## config.mk

```make
export PLATFORM = sky130hd
export DESIGN_NAME = pswf_status_word
export DESIGN_NICKNAME = d
export VERILOG_FILES = /design/src/pswf_pkg.sv /design/src/pswf_bank_map.sv /design/src/pswf_status_word.sv
export SDC_FILE = /design/constraint.sdc
export NUM_CORES = 1
export LEC_CHECK = 0
export BUFFER_PORTS_ARGS = -buffer_cell sky130_fd_sc_hd__buf_2
export CAP_MARGIN = 20
export CORE_ASPECT_RATIO = 1.75
export CORE_MARGIN = 2
export CORE_UTILIZATION = 53
export CTS_CLUSTER_DIAMETER = 150
export DETAILED_ROUTE_END_ITERATION = 6
export GPL_TIMING_DRIVEN = 0
export PLACE_DENSITY = 0.87
export SYNTH_ARGS = -nofsm -noshare
export SYNTH_HDL_FRONTEND = slang
export SYNTH_SLANG_ARGS = --single-unit
```

## constraint.sdc

```tcl
create_clock -name i_clk -period 6.7 [get_ports i_clk]
set_input_delay 0.67 -clock i_clk [delete_from_list [all_inputs] [get_ports i_clk]]
set_output_delay 0.67 -clock i_clk [all_outputs]
set_load 0.01 [all_outputs]
```

## src/pswf_pkg.sv

```systemverilog
// Summary of operation
// RULE1: add or subtract sets carry_flag on carry out of or borrow into bit 7
// RULE2: multiply and divide always clear carry_flag
// RULE3: decimal adjust sets carry_flag when adjusted sum reaches 100
// RULE4: compare sets carry_flag when unsigned first operand is smaller
// RULE5: half_carry_flag follows carry or borrow at the low nibble
// RULE6: user_flag_zero and user_flag_one change only by software writes
// RULE7: bank select bits map working registers onto one of four 8-byte banks
// RULE8: add sets signed_wrap_flag when carries out of bits 6 and 7 differ
// RULE9: subtract sets signed_wrap_flag when borrows into bits 6 and 7 differ
// RULE10: multiply sets signed_wrap_flag when the product exceeds 255
// RULE11: divide clears signed_wrap_flag, sets it when the divisor is zero
// RULE12: parity bit tracks odd count of ones in the accumulator, read-only
// RULE13: status word sits at D0H and clears to all zeros on reset
// RULE14: software write updates writable bits, parity ignores written data
package pswf_pkg;

  localparam int          PSWF_ADDR_W     = 12;
  localparam logic [11:0] PSWF_ADDR_PSW   = 12'h0D0;
  localparam logic [7:0]  PSWF_RESET      = 8'h00;

  localparam int          PSWF_BIT_CY     = 7;
  localparam int          PSWF_BIT_AC     = 6;
  localparam int          PSWF_BIT_F0     = 5;
  localparam int          PSWF_BIT_RS1    = 4;
  localparam int          PSWF_BIT_RS0    = 3;
  localparam int          PSWF_BIT_OV     = 2;
  localparam int          PSWF_BIT_F1     = 1;
  localparam int          PSWF_BIT_P      = 0;

  localparam logic [3:0]  PSWF_BCD_MAX    = 4'h9;
  localparam logic [8:0]  PSWF_DA_LO_ADJ  = 9'h006;
  localparam logic [8:0]  PSWF_DA_HI_ADJ  = 9'h060;
  localparam logic [15:0] PSWF_MUL_LIMIT  = 16'h00FF;
  localparam logic [7:0]  PSWF_DIV_ZERO   = 8'h00;
  localparam int          PSWF_BANK_SHIFT = 3;

  typedef enum logic [2:0]
  {
    PSWF_OP_NONE = 3'h0,
    PSWF_OP_ADD  = 3'h1,
    PSWF_OP_ADDC = 3'h3,
    PSWF_OP_SUBB = 3'h2,
    PSWF_OP_MUL  = 3'h6,
    PSWF_OP_DIV  = 3'h7,
    PSWF_OP_DA   = 3'h5,
    PSWF_OP_CJNE = 3'h4
  } pswf_op_t;

endpackage : pswf_pkg

```

## src/pswf_bank_map.sv

```systemverilog
`timescale 1ns/1ps
module pswf_bank_map
(
  input  wire logic [1:0] i_bank,
  input  wire logic [2:0] i_reg_idx,
  output logic      [7:0] o_ram_addr
);

  // bank base is bank times eight, register index selects the byte
  assign o_ram_addr = {3'h0, i_bank, i_reg_idx}; // [RULE7]

endmodule : pswf_bank_map

```

## src/pswf_status_word.sv

```systemverilog
`timescale 1ns/1ps
module pswf_status_word
(
  input  wire logic                           i_clk,
  input  wire logic                           i_rstn,
  input  wire logic                           i_psel,
  input  wire logic                           i_penable,
  input  wire logic                           i_pwrite,
  input  wire logic [pswf_pkg::PSWF_ADDR_W-1:0] i_paddr,
  input  wire logic [31:0]                    i_pwdata,
  input  wire logic [3:0]                     i_pstrb,
  output logic      [31:0]                    o_prdata,
  output logic                                o_pready,
  output logic                                o_pslverr,
  input  wire logic                           i_op_valid,
  input  wire pswf_pkg::pswf_op_t             i_op_kind,
  input  wire logic [7:0]                     i_op_a,
  input  wire logic [7:0]                     i_op_b,
  input  wire logic                           i_bit_we,
  input  wire logic [2:0]                     i_bit_sel,
  input  wire logic                           i_bit_val,
  input  wire logic [7:0]                     i_acc,
  input  wire logic [2:0]                     i_reg_idx,
  output logic                                o_carry_flag,
  output logic                                o_half_carry_flag,
  output logic                                o_user_flag_zero,
  output logic                                o_bank_select_hi,
  output logic                                o_bank_select_lo,
  output logic                                o_signed_wrap_flag,
  output logic                                o_user_flag_one,
  output logic                                o_parity,
  output logic      [7:0]                     o_ram_addr
);

  //////////////////////////////////////////////////////////////////////////////
  // apb decode

  logic       hit;
  logic       apb_wr;
  logic [7:0] status_word;
  logic [7:0] map_addr;

  assign hit    = (i_paddr == pswf_pkg::PSWF_ADDR_PSW); // [RULE13]
  assign apb_wr = i_psel && i_penable && o_pready && i_pwrite && hit
                  && i_pstrb[0];

  assign status_word = {o_carry_flag, o_half_carry_flag, o_user_flag_zero,
                        o_bank_select_hi, o_bank_select_lo,
                        o_signed_wrap_flag, o_user_flag_one, o_parity};

  always_ff @(posedge i_clk)
  begin
    if (!i_rstn)
    begin
      o_pready  <= 1'b0;
      o_pslverr <= 1'b0;
      o_prdata  <= 32'h0000_0000;
    end
    else
    begin
      o_pready  <= i_psel && !i_penable;
      o_pslverr <= i_psel && !i_penable && !hit;
      if (i_psel && !i_penable)
        o_prdata <= hit ? {24'h00_0000, status_word} : 32'h0000_0000;
    end
  end

  //////////////////////////////////////////////////////////////////////////////
  // flag computation

  logic       cin;
  logic [8:0] sum9;
  logic [4:0] sum_lo;
  logic [7:0] sum_b6;
  logic [8:0] dif9;
  logic [4:0] dif_lo;
  logic [7:0] dif_b6;
  logic [15:0] prod;
  logic [8:0] da_t1;
  logic [8:0] da_t2;
  logic       next_cy;
  logic       next_ac;
  logic       next_ov;
  logic       upd_cy;
  logic       upd_ac;
  logic       upd_ov;

  assign cin    = (i_op_kind == pswf_pkg::PSWF_OP_NONE) ? 1'b0 :
                  (i_op_kind == pswf_pkg::PSWF_OP_ADD)  ? 1'b0 : o_carry_flag;
  assign sum9   = {1'b0, i_op_a} + {1'b0, i_op_b} + {8'h00, cin};
  assign sum_lo = {1'b0, i_op_a[3:0]} + {1'b0, i_op_b[3:0]} + {4'h0, cin};
  assign sum_b6 = {1'b0, i_op_a[6:0]} + {1'b0, i_op_b[6:0]} + {7'h00, cin};
  assign dif9   = {1'b0, i_op_a} - {1'b0, i_op_b} - {8'h00, cin};
  assign dif_lo = {1'b0, i_op_a[3:0]} - {1'b0, i_op_b[3:0]} - {4'h0, cin};
  assign dif_b6 = {1'b0, i_op_a[6:0]} - {1'b0, i_op_b[6:0]} - {7'h00, cin};
  assign prod   = {8'h00, i_op_a} * {8'h00, i_op_b};

  always_comb
  begin
    da_t1 = {1'b0, i_op_a};
    if ((i_op_a[3:0] > pswf_pkg::PSWF_BCD_MAX) || o_half_carry_flag)
      da_t1 = {1'b0, i_op_a} + pswf_pkg::PSWF_DA_LO_ADJ;
    da_t2 = da_t1;
    if ((da_t1[7:4] > pswf_pkg::PSWF_BCD_MAX) || da_t1[8] || o_carry_flag)
      da_t2 = da_t1 + pswf_pkg::PSWF_DA_HI_ADJ;
  end

  always_comb
  begin
    next_cy = o_carry_flag;
    next_ac = o_half_carry_flag;
    next_ov = o_signed_wrap_flag;
    upd_cy  = 1'b0;
    upd_ac  = 1'b0;
    upd_ov  = 1'b0;
    case (i_op_kind)
      pswf_pkg::PSWF_OP_ADD,
      pswf_pkg::PSWF_OP_ADDC:
      begin
        next_cy = sum9[8]; // [RULE1]
        next_ac = sum_lo[4]; // [RULE5]
        next_ov = sum_b6[7] ^ sum9[8]; // [RULE8]
        upd_cy  = 1'b1;
        upd_ac  = 1'b1;
        upd_ov  = 1'b1;
      end
      pswf_pkg::PSWF_OP_SUBB:
      begin
        next_cy = dif9[8]; // [RULE1]
        next_ac = dif_lo[4]; // [RULE5]
        next_ov = dif_b6[7] ^ dif9[8]; // [RULE9]
        upd_cy  = 1'b1;
        upd_ac  = 1'b1;
        upd_ov  = 1'b1;
      end
      pswf_pkg::PSWF_OP_MUL:
      begin
        next_cy = 1'b0; // [RULE2]
        next_ov = prod > pswf_pkg::PSWF_MUL_LIMIT; // [RULE10]
        upd_cy  = 1'b1;
        upd_ov  = 1'b1;
      end
      pswf_pkg::PSWF_OP_DIV:
      begin
        next_cy = 1'b0; // [RULE2]
        next_ov = (i_op_b == pswf_pkg::PSWF_DIV_ZERO); // [RULE11]
        upd_cy  = 1'b1;
        upd_ov  = 1'b1;
      end
      pswf_pkg::PSWF_OP_DA:
      begin
        next_cy = da_t2[8] || da_t1[8] || o_carry_flag; // [RULE3]
        upd_cy  = 1'b1;
      end
      pswf_pkg::PSWF_OP_CJNE:
      begin
        next_cy = (i_op_a < i_op_b); // [RULE4]
        upd_cy  = 1'b1;
      end
      default:
      begin
        next_cy = o_carry_flag;
      end
    endcase
  end

  //////////////////////////////////////////////////////////////////////////////
  // write value: apb word, then bit write, then instruction result

  logic [7:0] wr_val;
  logic       wr_any;

  always_comb
  begin
    wr_val = status_word;
    wr_any = 1'b0;
    if (apb_wr)
    begin
      wr_val = i_pwdata[7:0]; // [RULE14]
      wr_any = 1'b1;
    end
    if (i_bit_we)
    begin
      wr_val[i_bit_sel] = i_bit_val;
      wr_any = 1'b1;
    end
  end

  //////////////////////////////////////////////////////////////////////////////
  // arithmetic flags

  always_ff @(posedge i_clk)
  begin
    if (!i_rstn)
    begin
      o_carry_flag       <= pswf_pkg::PSWF_RESET[pswf_pkg::PSWF_BIT_CY];
      o_half_carry_flag  <= pswf_pkg::PSWF_RESET[pswf_pkg::PSWF_BIT_AC];
      o_signed_wrap_flag <= pswf_pkg::PSWF_RESET[pswf_pkg::PSWF_BIT_OV];
    end
    else
    begin
      if (i_op_valid && upd_cy)
        o_carry_flag <= next_cy;
      else if (wr_any)
        o_carry_flag <= wr_val[pswf_pkg::PSWF_BIT_CY];
      if (i_op_valid && upd_ac)
        o_half_carry_flag <= next_ac;
      else if (wr_any)
        o_half_carry_flag <= wr_val[pswf_pkg::PSWF_BIT_AC];
      if (i_op_valid && upd_ov)
        o_signed_wrap_flag <= next_ov;
      else if (wr_any)
        o_signed_wrap_flag <= wr_val[pswf_pkg::PSWF_BIT_OV];
    end
  end

  //////////////////////////////////////////////////////////////////////////////
  // software-only bits

  always_ff @(posedge i_clk)
  begin
    if (!i_rstn)
    begin
      o_user_flag_zero <= pswf_pkg::PSWF_RESET[pswf_pkg::PSWF_BIT_F0];
      o_user_flag_one  <= pswf_pkg::PSWF_RESET[pswf_pkg::PSWF_BIT_F1];
      o_bank_select_hi <= pswf_pkg::PSWF_RESET[pswf_pkg::PSWF_BIT_RS1];
      o_bank_select_lo <= pswf_pkg::PSWF_RESET[pswf_pkg::PSWF_BIT_RS0];
    end
    else if (wr_any)
    begin
      o_user_flag_zero <= wr_val[pswf_pkg::PSWF_BIT_F0]; // [RULE6]
      o_user_flag_one  <= wr_val[pswf_pkg::PSWF_BIT_F1]; // [RULE6]
      o_bank_select_hi <= wr_val[pswf_pkg::PSWF_BIT_RS1];
      o_bank_select_lo <= wr_val[pswf_pkg::PSWF_BIT_RS0];
    end
  end

  //////////////////////////////////////////////////////////////////////////////
  // parity and bank address

  always_ff @(posedge i_clk)
  begin
    if (!i_rstn)
      o_parity <= pswf_pkg::PSWF_RESET[pswf_pkg::PSWF_BIT_P];
    else
      o_parity <= ^i_acc; // [RULE12] [RULE14]
  end

  pswf_bank_map u_bank_map
  (
    .i_bank     ({o_bank_select_hi, o_bank_select_lo}),
    .i_reg_idx  (i_reg_idx),
    .o_ram_addr (map_addr)
  );

  always_ff @(posedge i_clk)
  begin
    if (!i_rstn)
      o_ram_addr <= 8'h00;
    else
      o_ram_addr <= map_addr; // [RULE7]
  end
endmodule : pswf_status_word

```

==> run summary <==
status: complete, no violations
Max rail drop VDD: 161 uV
max_slew headroom: 0.571
routed wire length: 10000 microns
CTS sink count: 23
Async SR Flop Fraction: 0
global-route wire length before repair: 17000 microns
post-route ant nets: 0
biggest regs: o_prdata x8, o_ram_addr x5
required time of the critical path: 6840 ps
crit path DAT: 5500 ps
min-delay worst type: flop to flop
Post-CTS Setup Inserts: 0
layout cells sized above 1: 0.196
post-synthesis mux area share: 0.0225
# port buffers: 82
H-tree levels: 1
first-iteration detailed-routing DRC count: 169
Hold Fails Final Rpt: 0
Setup violations, final: 0
Hold WS: 446 ps
Startpoint Class: input pin
final worst slack: 1330 ps
Post-Syn Instances: 506
critical-path cell list: buf_2 > clkinv_1 > nor2_1 > fa_1 > fa_1 > fa_1 > inv_1 > fa_1 > inv_1 > ha_1 > or3_1 > o21bai_4 > a2111oi_0 > nor3_1 > nor4_1 > and3b_1 > o41ai_2
Crit path buffers/inverters: 4
Synth Area in Adders: 0.373
largest stage delay on the critical path: 570 ps
post-synth top area cell: ha_1
pre-CTS setup slack: 1090 ps
Fin Clk Skew: 2.42 ps
post-layout min period: 5370 ps
# hold bufs at CTS: 0
most common cell in the netlist: inv_1
number of inserted diodes: 0
synthesized area: 0.00412 sq mm
Ports: 139
Pre-antenna DRT Iters: 5
Core Area: 0.00757 sq mm
largest reg by FF count: o_prdata
#FFs+latches synth: 23
XOR/XNOR Fraction of Synth Area: 0.0255
Slew @ Worst Pin: 639 ps
Max Cap Viol: 0
FP Rows: 42
Max Root-Sink Buffers: 2
CTS tree: done
largest net degree at the start of global routing: 14
clock slew at reported path FFs: 60 ps
Worst-Skew Late Latency: 250 ps
Initial Util: 0.544
Synth Warn #: 0
RSZ-0062 raised after global routing: no
GPL Wtd Cong: 0.961
die span in x: 70.6 microns
WS Path Type: input pin to flop
Pins Over Slew Limit: 0
largest family of logic cells by synthesized area: adder cells
post-synth cell types: 65
vias in the first global route: 3996
top cell type's share of synthesized area: 0.198
Die Ht: 121 microns
detailed-route vias per instance: 5.36
drc violations: 0
GRT Total Usage: 0.245
HPWL after DPL: 8810 microns
Primary FF master, synth: dfxtp_1
Synth Area in Simple Gates: 0.201
detailed-route via count: 3787
period utilization: 0.801
Tot Pwr: 914 uW
Max FO, Critical Path: 8
Post-Route Setup TNS: 0 ps
WL/cell: 14.2 microns
leakage power: 2.59 nW
CP Capture Type: flop
Post-CTS Resized: 0
Area contributors post-synth: ha_1, fa_1, dfxtp_1
initial antenna violation count: 0
Root Buffer: clkbuf_16
die outline area: 0.00851 sq mm
CTS buffer count: 3
Avg Cell Area, Syn: 8.13 sq um
synth cell count leaders: inv_1, ha_1, nor2_1, fa_1, nand2_1
FMAX: 186 MHz
Synth Area in Compound Gates: 0.136
Post-synth EDFFs: 0
critical path's top delay family: adder cells
Area Overhead vs Synth: 17.0%
post-synthesis sequential area ratio: 0.112
Final nets: 809
max reg flops: 8
global route overflow: 0
CP max stage cell: fa_1
Pwr Density: 190 mW/mm^2
Crit path top cell by count: fa_1
[per-layer routing]
metal / GRT usage / wire [microns] / share of wire / vias to the layer above
met5: 0 / 0 / 0 / -
met4: 0.140 / 650 / 0.065 / 0
met3: 0.0367 / 624 / 0.062 / 52
met2: 0.482 / 5430 / 0.54 / 152
met1: 0.233 / 3310 / 0.33 / 1725
li1: - / - / - / 1858
[path summary, 6_finish.rpt]
path	startpoint	end	slack, ps	cells after the start
worst min-delay path	o_prdata[5]	o_prdata[5]	450	2
worst max-delay path	i_op_a[6]	o_signed_wrap_flag	1330	17
worst min register to register	o_prdata[5]	o_prdata[5]	450	2
worst max register to register	o_carry_flag	o_signed_wrap_flag	3900	11
[worst register-to-register path, cell delays in order (launching register included)]
cell and delay (ps):
dfxtp_1 410, o21ai_0 210, ha_1 330, a21o_1 180, ha_1 270, nand2_1 70
nand3b_1 100, a211oi_1 290, o21bai_1 120, mux2i_1 170, mux2_2 380, o41ai_2 180
[through the flow]
stage	area, sq um	util	instances
after floorplan	4210	-	532
after global placement	4730	0.625	702
after detailed placement	4730	0.625	702
after CTS	4810	0.636	706
after global routing	4810	0.636	706
final	4810	0.636	706
[logic make-up (layout without fill, tap and decap cells)]
logic type               Yosys count  count (layout)
AND/OR/NAND/NOR                  169             169
other                              1              27
buffers and inverters            114             200
AO/OA/AOI/OAI                     77              77
flip-flops                        23              23
adder cells (fa/ha/maj)          101             101
multiplexers                       9               9
XOR/XNOR                          12              12
[power by group]
group          total, mW  switching, mW  internal (mW)
registers          0.146        0.00391          0.143
clock network      0.127         0.0472         0.0802
logic              0.640          0.361          0.279
[cell usage in the layout, fill, tap and decap left out, types with 3 or more instances in the layout]
cell / n
inv_1: 78
clkbuf_1: 3
o21ai_0: 12
xor2_1: 3
conb_1: 27
nor2b_1: 7
buf_2: 83
a21o_1: 4
xnor2_1: 9
o21a_1: 3
and3_1: 4
clkinv_1: 3
nor2_1: 60
nor3_1: 12
nor4b_1: 4
and2_1: 15
a21oi_1: 14
ha_1: 65
buf_4: 27
nand2_1: 31
nand3_1: 15
or3_1: 3
fa_1: 36
dfxtp_1: 23
clkbuf_16: 3
mux2i_1: 7
nand2b_1: 3
a31oi_1: 6
o21ai_1: 6
nor4_1: 3
a211oi_1: 5
[area by class of cell]
class,count,area [sq um]
clock inverter,1,5.00
buffer,33,226
inverter,81,304
timing repair buffer,82,410
tap,88,110
sequential,23,460
clock buffer,3,75.1
fill,664,2750
multi-input combinational,395,3220
Note: power is estimated with default switching activity, not from simulation.
